### src/common/eq_coef_regs.vh
`ifndef EQ_COEF_REGS_VH
`define EQ_COEF_REGS_VH
// ==========================================================
// Register indices (printed offsets, byte address = 4 x index)
`define REG_CHAN_A_TAP7_COEF 12'h427
`define REG_CHAN_A_TAP8_COEF 12'h429
`define REG_CHAN_B_TAP1_COEF 12'h448
`define REG_CHAN_B_TAP2_COEF 12'h44A
`define REG_CHAN_B_TAP3_COEF 12'h44C
`define REG_CHAN_B_TAP4_COEF 12'h44E
`define REG_MODE_CTRL        12'h460
// ==========================================================
// Field layout
`define COEF_MSB      11
`define COEF_W        12
`define REG_W         16
`define CENTER_W      18
`define MODE_SINGLE_BIT 0
// ==========================================================
// Reset values
`define COEF_RESET    16'h0000
`define MODE_RESET    1'h0
`define READ_UNMAPPED 32'h00000000
`endif

### src/verilog/coef_reg.v
`timescale 1ns/10ps
`include "eq_coef_regs.vh"
// ==========================================================
// One coefficient register; reserved bits are stored and read back
module coef_reg #(
  parameter [11:0] INDEX = 12'h000
) (
  // Clock and reset
  input  wire        clk,
  input  wire        reset,
  // Write port
  input  wire        wr_en,
  input  wire [11:0] index,
  input  wire [15:0] wr_data,
  // Stored value
  output reg  [15:0] value
);
  always @(posedge clk) begin
    if (reset) begin
      value <= `COEF_RESET;
    end else if (wr_en && index == INDEX) begin
      value <= wr_data;
    end
  end
endmodule

### src/verilog/fir_equalizer_coefficient_bank.v
// Functional notes
// - Each coefficient is signed two's complement in bits 11:0.
// - Channel-A seventh register feeds the eighth tap, both modes.
// - Channel-A eighth register feeds the ninth tap, both modes.
// - Channel-B zeroth register feeds B filter first tap, dual mode.
// - Channel-B first register feeds B filter second tap, dual mode.
// - Channel-B second register feeds B filter third tap, dual mode.
// - All coefficient registers reset to zero, reserved bits included.
// - Channel-B third register feeds B filter fourth tap, dual mode.
// - Nine taps; centre tap 18-bit signed, others 12-bit.
//
// Added by the designer: the Avalon-MM register port.
`timescale 1ns/10ps
`include "eq_coef_regs.vh"
module fir_equalizer_coefficient_bank #(
  parameter NUM_REGS = 6
) (
  // Clock and reset
  input  wire        clk,
  input  wire        reset,
  // Avalon-MM slave
  input  wire [13:0] address,
  input  wire        read,
  input  wire        write,
  input  wire [31:0] writedata,
  input  wire [3:0]  byteenable,
  output reg  [31:0] readdata,
  output reg         waitrequest,
  // Converter mode, as seen by the filters
  output reg         single_mode,
  // Channel-A filter (or single filter) taps 8 and 9
  output reg  [11:0] chan_a_coef_seven,
  output reg  [11:0] chan_a_coef_eight,
  // Channel-B filter taps 1 to 4
  output reg  [11:0] chan_b_coef_zero,
  output reg  [11:0] chan_b_coef_one,
  output reg  [11:0] chan_b_coef_two,
  output reg  [11:0] chan_b_coef_three
);
  // ========================================================
  // Register map
  localparam [12*NUM_REGS-1:0] INDICES = {
    `REG_CHAN_B_TAP4_COEF, `REG_CHAN_B_TAP3_COEF,
    `REG_CHAN_B_TAP2_COEF, `REG_CHAN_B_TAP1_COEF,
    `REG_CHAN_A_TAP8_COEF, `REG_CHAN_A_TAP7_COEF};
  localparam [NUM_REGS-1:0] IS_B = 6'b111100;

  wire [11:0]            index = address[13:2];
  wire [15:0]            wr_word;
  wire                   wr_en;
  wire [16*NUM_REGS-1:0] values;
  wire [12*NUM_REGS-1:0] coefs;
  reg                    answered;

  // Byte lanes 0 and 1 carry the 16-bit register; upper lanes ignored
  assign wr_word = {byteenable[1] ? writedata[15:8] : 8'h00,
                    byteenable[0] ? writedata[7:0]  : 8'h00};
  assign wr_en   = write && !waitrequest;

  // ========================================================
  // Coefficient storage and tap selection
  genvar g;
  generate
    for (g = 0; g < NUM_REGS; g = g + 1) begin : bank
      coef_reg #(
        .INDEX (INDICES[12*g +: 12])
      ) u_reg (
        .clk     (clk),
        .reset   (reset),
        .wr_en   (wr_en && byteenable[1:0] == 2'h3),
        .index   (index),
        .wr_data (wr_word),
        .value   (values[16*g +: 16])
      );
      tap_select u_sel (
        .single_mode (single_mode),
        .is_b_set    (IS_B[g]),
        .reg_value   (values[16*g +: 16]),
        .coef        (coefs[12*g +: 12])
      );
    end
  endgenerate

  // ========================================================
  // Tap outputs, registered
  always @(posedge clk) begin
    if (reset) begin
      chan_a_coef_seven <= {`COEF_W{1'b0}};
      chan_a_coef_eight <= {`COEF_W{1'b0}};
      chan_b_coef_zero  <= {`COEF_W{1'b0}};
      chan_b_coef_one   <= {`COEF_W{1'b0}};
      chan_b_coef_two   <= {`COEF_W{1'b0}};
      chan_b_coef_three <= {`COEF_W{1'b0}};
    end else begin
      chan_a_coef_seven <= coefs[11:0];
      chan_a_coef_eight <= coefs[23:12];
      chan_b_coef_zero  <= coefs[35:24];
      chan_b_coef_one   <= coefs[47:36];
      chan_b_coef_two   <= coefs[59:48];
      chan_b_coef_three <= coefs[71:60];
    end
  end

  // ========================================================
  // Mode control; the 18-bit centre tap lives elsewhere
  always @(posedge clk) begin
    if (reset) begin
      single_mode <= `MODE_RESET;
    end else if (wr_en && index == `REG_MODE_CTRL && byteenable[0]) begin
      single_mode <= writedata[`MODE_SINGLE_BIT];
    end
  end

  // ========================================================
  // Bus answer: one wait cycle per access, then data and release
  integer i;
  reg [31:0] next_readdata;
  always @* begin
    next_readdata = `READ_UNMAPPED;
    for (i = 0; i < NUM_REGS; i = i + 1) begin
      if (index == INDICES[12*i +: 12]) begin
        next_readdata = {16'h0000, values[16*i +: 16]};
      end
    end
    if (index == `REG_MODE_CTRL) begin
      next_readdata = {31'h00000000, single_mode};
    end
  end

  always @(posedge clk) begin
    if (reset) begin
      waitrequest <= 1'b1;
      answered    <= 1'b0;
      readdata    <= `READ_UNMAPPED;
    end else if ((read || write) && !answered) begin
      waitrequest <= 1'b0;
      answered    <= 1'b1;
      readdata    <= next_readdata;
    end else begin
      waitrequest <= 1'b1;
      answered    <= 1'b0;
    end
  end
endmodule

### src/verilog/tap_select.v
`timescale 1ns/10ps
`include "eq_coef_regs.vh"
// ==========================================================
// Chooses the coefficient seen by one filter tap
module tap_select (
  // Mode
  input  wire        single_mode,
  input  wire        is_b_set,
  // Register contents
  input  wire [15:0] reg_value,
  // Signed tap coefficient
  output wire [11:0] coef
);
  // B set is held at zero in single mode so it cannot disturb the filter
  assign coef = (is_b_set && single_mode) ? {`COEF_W{1'b0}}
              : reg_value[`COEF_MSB:0];
endmodule
### config.mk
export PLATFORM = sky130hd
export DESIGN_NAME = fir_equalizer_coefficient_bank
export DESIGN_NICKNAME = d
export VERILOG_FILES = /design/src/verilog/coef_reg.v /design/src/verilog/fir_equalizer_coefficient_bank.v /design/src/verilog/tap_select.v
export VERILOG_INCLUDE_DIRS = /design/src /design/src/common
export SDC_FILE = /design/constraint.sdc
export NUM_CORES = 1
export LEC_CHECK = 0
export ABC_CLOCK_PERIOD_IN_PS = 3300
export BUFFER_PORTS_ARGS = -buffer_cell sky130_fd_sc_hd__buf_2
export CAP_MARGIN = 20
export CORE_UTILIZATION = 41
export DETAILED_ROUTE_END_ITERATION = 10
export PLACE_DENSITY = 0.62
export SLEW_MARGIN = 20
export SYNTH_ARGS = -nofsm -noshare
export SYNTH_HDL_FRONTEND = slang
export SYNTH_SLANG_ARGS = --single-unit
### constraint.sdc
create_clock -name clk -period 3.3 [get_ports clk]
set_input_delay 0.495 -clock clk [delete_from_list [all_inputs] [get_ports clk]]
set_output_delay 0.495 -clock clk [all_outputs]
set_load 0.02 [all_outputs]
Word level (Yosys, flattened, before mapping)

Cells that the tools add are included.
W data, S select, Z words.

Bits in registers: 203
Logic and storage cells: 50
Bits of input ports: 54

Muxes and demuxes: 11
Eq/ne operators: 8
Reduce and logical (&&, ||, !) cells: 15

Operators with widths:

| kind                   | number |
|---|---|
| $mux W32               | 6 |
| $eq A12 B11 Y1 const B | 7 |
| $mux W16               | 1 |
| $mux W8                | 2 |
| $logic_and A1 B1 Y1    | 11 |
| $eq A2 B2 Y1 const B   | 1 |
| $logic_not A1 Y1       | 2 |
| $mux W1                | 2 |
| $reduce_or A2 Y1       | 1 |
| $logic_or A1 B1 Y1     | 1 |

Depth between registers and ports, before layout

Gate-level depths: netlist of the first run.

Depth in word-level cells: 8
Mapped depth: 7
Gate-level depth less buffers: 6

By module

From an unflattened synthesis of the first run, not the netlist that was laid out.

Cell total of the unflattened synthesis: 908
Area, all modules: 9344.0 um^2

Modules (own cells, without submodules):

| module                         | times used | sequential area each (um^2) | cells an instance | area each (um^2) |
|---|---|---|---|---|
| fir_equalizer_coefficient_bank | 1          | 1821.7                      | 385               | 3836.2 |
| coef_reg (bank[0].u_reg ...)   | 3          | 320.3                       | 73                | 767.0 |
| tap_select                     | 6          | 0.0                         | 14                | 150.1 |
| coef_reg (bank[1].u_reg)       | 1          | 320.3                       | 74                | 772.0 |
| coef_reg (bank[3].u_reg)       | 1          | 320.3                       | 73                | 769.5 |
| coef_reg (bank[4].u_reg)       | 1          | 320.3                       | 73                | 764.5 |

Least setup slack after synthesis of the first run

OpenSTA, ideal clock, no wires.

Path kind: input port to flip-flop
From: input port address[6]
To: register bank[1].u_reg.value[10]
Stages: 6
Arrival time: 2.196 ns
Setup time: 0.128 ns
Path slack: 0.976 ns
Buffers on the path: 1
Path through: or4b_4 -> or3b_4 -> nor3_4 -> buf_6 -> mux2i_1 -> nor2_1

Cells in the longest elaborated chain, start to end: 2

Ends and longest elaborated chain:

| element              | RTL line                            | source |
|---|---|---|
| from (decl)          | fir_equalizer_coefficient_bank.v:22 | `input wire [13:0] address,` |
| $eq A12 B11 Y1       | coef_reg.v:21                       | `end else if (wr_en && index == INDEX) begin` |
| $logic_and A1 B1 Y1  | coef_reg.v:21                       |  |
| to (signal assigned) | coef_reg.v:20                       | `` value <= `COEF_RESET; `` |
| to (signal assigned) | coef_reg.v:22                       | `value <= wr_data;` |
| to (decl)            | coef_reg.v:16                       | `output reg [15:0] value` |

No other way between the ends.
A chain may end at the register's enable or synchronous reset.

Worst setup path in the final report of the first run

From: input port address[13]
To: register bank[0].u_reg.value[8]

Cells in the longest elaborated chain, start to end: 2

Ends and longest elaborated chain:

| element              | RTL line |
|---|---|
| $eq A12 B11 Y1       | coef_reg.v:21 |
| $logic_and A1 B1 Y1  | coef_reg.v:21 |
| to (signal assigned) | coef_reg.v:20 |
| to (signal assigned) | coef_reg.v:22 |
| to (decl)            | coef_reg.v:16 |

No other way between the ends.

==> results.cfg, run 1 <==
[global_route]
grt_pass1_wl_mm = 26.53
grt.total_usage_pct = 20.00
grt_pass1_vias = 4880
grt-ovfl-total = 0
antenna_found_initial = 0
grt_max_degree = 61

[yosys]
synthAdderAreaFrac_pct = 0
syn-instance-count = 714
async_flop_share_pct = 0
ys_warn_count = 0
synth-seq-cells = 187
synth-compound-area-share_pct = 11.29
yosys-top-cells-count = dfxtp_1, nor2_1, nand2_1, mux2i_1, and2_1
synth_edf_count = 0
ys.flop_type = dfxtp_1
ys_seq_area_share_pct = 54.20
syn_area_mm2 = 0.006907
synth_top_family_by_area = simple AND/OR/NAND/NOR gates
yosysMostFrequentCell = dfxtp_1
muxShareOfSynthArea_pct = 9.855
synth_top_cell_area_share_pct = 54.20
yosysUniqueCellTypes = 42
synthXorXnorAreaFrac_pct = 0
netlist_top_cells_area = dfxtp_1, mux2i_1, and2_1, nor2_1, nand2_1
yosysTopAreaCell = dfxtp_1
syn_avg_cell_area_um2 = 9.673
synth_simple_gate_area_share_pct = 19.40

[clock_network]
cts_tree = built
cts_buffers = 17
cts_sinks = 187
post-cts-setup-buffers = 0
cts_buffer_depth = 2
htreeDepth = 4
clk_latency_ps = 440
ctsHoldBuffers = 0
post_cts_resized = 0
cts_root_buffer = clkbuf_16
clkSlewWorstSetupHoldPaths_ps = 70

[route]
drt-total-wl_mm = 16.86
drt_iter0_drc = 342
vias = 5253
post-route-drc-count = 0
wl_met1_mm = 7.694
drtPass1Iterations = 5
vias_per_cell = 4.970
wl_per_cell_um = 15.95
wl_met3_um = 795
met2WireLength_mm = 8.065
ant_nets = 0
top_layer = met4

[worst_hold_path]
hold_class = in -> reg

[die]
die-area_mm2 = 0.01737
num_rows = 47
fp.coreArea_mm2 = 0.01652
io_pins = 160
die_y_um = 131.8
fp.dieW_um = 131.8
start_util_pct = 41.80

[power]
p_clk_share_pct = 45.3
p_leak_nw = 3.384
combPwrFrac_pct = 3.6
p_total_mw = 4.419
internal_power_mw = 3.414
power.density_mw_per_mm2 = 534.9
max-vdd-ir-drop_mv = 0.3970
switching_power_mw = 1.004
swShare_pct = 22.73
sequentialPowerShare_pct = 51.1

[sta]
hold_violations = 0
finalSetupViolations = 0
tns_ps = 0
finalWorstSetupSlack_ps = 887.6
fin_crit_ps = 2412
fin_skew_ps = 7.071
rsz0062_at_grt = no
worstMarginPinSlew_ps = 810.1
drv_slew = 0
max_slew_margin_pct = 45.50
min_period_over_period_pct = 73.10
maxClockFrequency_mhz = 414.5

[place]
io_buffer_count = 123
gp_congestion = 0.7999
place_ws_ps = 446.0
hpwlAfterDp_mm = 11.47

[setup_path]
crit_slowest_cell = nor4_4
crit_required_ps = 3600
crit_arrival_ps = 2710
cp_cell_sequence = buf_2 > or4b_1 > nor4_4 > nand2b_1 > nand2_1 > a21oi_1
slowest_delay_ps = 650
critPathCaptureType = flip-flop
crit_buf_inv = 1
crit_fanout = 16
critPathTopFamily = simple AND/OR/NAND/NOR gates
critPathKind = in -> reg
start_kind = primary input

[cells_and_area]
drive_gt1_share_pct = 22.34
fillerInstances = 1573
area_growth_pct = 19.60
nets = 878
diodes = 0
utilization_pct = 49.99

[job]
max_cap_violations = 0

[run_status]
status = finished clean
## final timing paths
check	from	to	slack, ps	cells past startpoint
max	address[13]	bank[0].u_reg.value[8]	890	6
min	writedata[0]	single_mode	290	3
max reg2reg	waitrequest	bank[4].u_reg.value[1]	1520	6
min reg2reg	bank[5].u_reg.value[13]	bank[5].u_reg.value[13]	460	2
## kinds of logic (layout without fill, tap and decap cells)
group                  count (synthesis)  after routing
other                                  1             16
buffers and inverters                 72            180
AND/OR/NAND/NOR                      261            261
AO/OA/AOI/OAI                        125            125
multiplexers                          68             68
flip-flops                           187            187
## sequential cells by signal (all words and copies together) (netlist names)
signal / count
bank.u_reg.value: 96
readdata: 16
chan_a_coef_eight: 12
chan_a_coef_seven: 12
chan_b_coef_one: 12
chan_b_coef_three: 12
chan_b_coef_two: 12
chan_b_coef_zero: 12
answered: 1
single_mode: 1
waitrequest: 1
## worst register-to-register path, cell delays in order (launching register included)
cell	delay, ps
dfxtp_1	310
nand4b_1	160
buf_4	180
or4_1	500
buf_4	240
mux2i_1	180
nor2_1	60
## power groups by stage
stage	sequential [mW]	combinational (mW)	clock, mW
after global routing	2.26	0.175	2.13
after CTS	2.26	0.161	2.04
after floorplan	2.31	0.107	0
after detailed placement	2.31	0.161	0
after global placement	2.31	0.160	0
final	2.26	0.160	2.00
## metal layers
layer,up-vias,track usage (%)
met4,0,7.300
met3,24,4.767
met5,-,0
met1,2477,25.61
li1,2612,-
met2,140,32.80
## placed cells by master (no fill, tap or decap), types with 4 or more instances in the layout
cell type   netlist  final
nand2_1          71     71
a21oi_1          48     48
o21ai_0          28     28
dfxtp_1         187    187
a22oi_1          15     15
nand2b_1          4      4
buf_2             5    122
clkinvlp_4        0      6
conb_1            1     16
and2_1           54     54
a221oi_1         16     16
o2bb2ai_1        12     12
nor2_1           74     73
clkbuf_16         0     17
mux2i_1          68     68
buf_4            20     23
nor2b_1          27     27
## metrics by stage
stage	std cells	hold slack (ps)	instance area (um2)
final	1057	293.2	8260
after global routing	1057	308.9	8260
after detailed placement	1025	446.8	7682
after floorplan	729	426.3	6963
after CTS	1057	290.6	8260
after global placement	1025	435.3	7682
## cell type report
| class | count | area (um2) | area share, % |
|---|---|---|---|
| Clock inverter | 13 | 145.1 | 1.757 |
| Sequential cell | 187 | 3744 | 45.32 |
| Clock buffer | 19 | 432.9 | 5.241 |
| Tap cell | 220 | 275.3 | 3.332 |
| Timing Repair Buffer | 145 | 783.3 | 9.482 |
| Multi-Input combinational cell | 470 | 2869 | 34.73 |
| Inverter | 3 | 11.26 | 0.1363 |
Note: power is estimated with default switching activity, not from simulation.
==> inputs of run 2 (changes only) <==
ABC_CLOCK_PERIOD_IN_PS = 2080   (was 3300)
PLACE_DENSITY = 0.64   (was 0.62)
clock period = 2.08 ns   (was 3.3 ns; I/O delays follow)
==> run 2 against run 1 <==
Final cell count up 1.9%. Clock-buffer cell count is the same. Critical endpoint is now readdata[1]. Worst hold slack lost 160 ps.
==> results.cfg, run 2 (synthesized netlist as in run 1, its figures left out) <==
[route]
drtPass1Iterations = 4
vias_per_cell = 4.908
drt_iter0_drc = 304
vias = 5286
drt-total-wl_mm = 16.84
ant_nets = 0
wl_per_cell_um = 15.64
post-route-drc-count = 0

[cells_and_area]
largest_register = bank.u_reg.value
diodes = 0
largest_reg_flops = 96
top_regs = bank.u_reg.value x96, readdata x16
fillerInstances = 1576
final_cell_mix = dfxtp_1, buf_2, nor2_1, nand2_1, mux2i_1
fin_area_mm2 = 0.008526
nets = 899
layout_commonest_cell = dfxtp_1
utilization_pct = 51.59
area_growth_pct = 23.44
drive_gt1_share_pct = 24.27

[die]
fp.coreArea_mm2 = 0.01652
io_pins = 160
num_rows = 47
die_y_um = 131.8
fp.dieW_um = 131.8
die-area_mm2 = 0.01737
start_util_pct = 41.80

[sta]
worstMarginPinSlew_ps = 1110
max_slew_margin_pct = 25.82
fin_crit_ps = 1807
min_period_over_period_pct = 86.87
drv_slew = 0
rsz0062_at_grt = no
fin_skew_ps = 9.232
maxClockFrequency_mhz = 553.5
finalSetupViolations = 0
hold_violations = 0

[power]
p_clk_share_pct = 45.3
p_leak_nw = 3.528
combPwrFrac_pct = 3.8
power.density_mw_per_mm2 = 825.8
switching_power_mw = 1.575
max-vdd-ir-drop_mv = 0.6233
internal_power_mw = 5.465
sequentialPowerShare_pct = 50.9
swShare_pct = 22.37

[setup_path]
crit_arrival_ps = 2160
crit_fanout = 12
cp_cell_sequence = nor3_1 > inv_1 > a311oi_1 > buf_12 > o21ai_0 > o21ai_0
critPathCaptureType = flip-flop
critPathKind = reg -> reg
crit_slowest_cell = a311oi_1
crit_required_ps = 2430
crit_buf_inv = 2
critPathTopFamily = compound AO/OA/AOI/OAI gates
timing.critical_path.mode_cell = o21ai_0
slowest_delay_ps = 440
start_kind = flip-flop

[place]
hpwlAfterDp_mm = 11.59
placed_area_mm2 = 0.007940
gp_congestion = 0.8202
io_buffer_count = 123

[clock_network]
clkSlewWorstSetupHoldPaths_ps = 60
cts_root_buffer = clkbuf_16
ctsHoldBuffers = 0
cts_tree = built
post-cts-setup-buffers = 0
htreeDepth = 4
cts_buffer_depth = 2
cts_buffers = 17
cts_sinks = 187
clk_latency_ps = 430
post_cts_resized = 0

[run_status]
status = finished clean

[worst_hold_path]
hold_class = in -> reg

[global_route]
grt_max_degree = 124
antenna_found_initial = 0
grt-ovfl-total = 0
grt_pass1_vias = 5096
grt.total_usage_pct = 20.45
grt_pass1_wl_mm = 27.17

[job]
max_cap_violations = 0
[run 2: final cells by class]
cell class | instances | area [um2] | share of cell area, %
clock buffers | 19 | 442.9 | 5.195
well taps | 220 | 275.3 | 3.229
clock inverters | 12 | 142.6 | 1.673
repair buffers | 166 | 1041 | 12.21
flip-flops and latches | 187 | 3744 | 43.91
inverters | 3 | 11.26 | 0.1321
multi-input cells | 470 | 2869 | 33.65
[run 2: per-stage QoR]
step	cells	setup slack (ps)	TNS, ps	power, mW	hold slack (ps)
2_1_floorplan	729	-60.56	-605.6	3.837	426.3
3_3_place_gp	1046	-126.7	-3761	3.932	433.7
3_5_place_dp	1046	-132.0	-4843	3.932	443.7
4_1_cts	1077	305.3	0	7.108	119.4
5_1_grt	1077	136.6	0	7.282	139.3
6_report	1077	273.2	0	7.040	129.6
[run 2: tightest hold or removal path: stages]
cell and delay (ps):
buf_2 80, mux2i_1 60, nor2_1 80
[run 2: final timing paths]
path / start / to / slack, ps / depth (start not counted)
max reg2reg: answered / readdata[1] / 270 / 6
max: answered / readdata[1] / 270 / 6
min reg2reg: bank[5].u_reg.value[14] / bank[5].u_reg.value[14] / 450 / 2
min: writedata[0] / single_mode / 130 / 3
[run 2: routing by layer]
metal | GRT usage (%) | up-vias | routed length (um)
li1 | - | 2654 | -
met1 | 25.74 | 2474 | 7668
met2 | 33.77 | 137 | 8095
met3 | 4.498 | 21 | 731
met4 | 8.656 | 0 | 348
met5 | 0 | - | 0
[run 2: power by group through the flow]
| stage | Sequential (mW) | Clock [mW] | Combinational (mW) |
|---|---|---|---|
| 6_report | 3.58 | 3.19 | 0.268 |
| 4_1_cts | 3.58 | 3.26 | 0.269 |
| 2_1_floorplan | 3.67 | 0 | 0.170 |
| 3_5_place_dp | 3.67 | 0 | 0.267 |
| 5_1_grt | 3.58 | 3.41 | 0.293 |
| 3_3_place_gp | 3.67 | 0 | 0.267 |
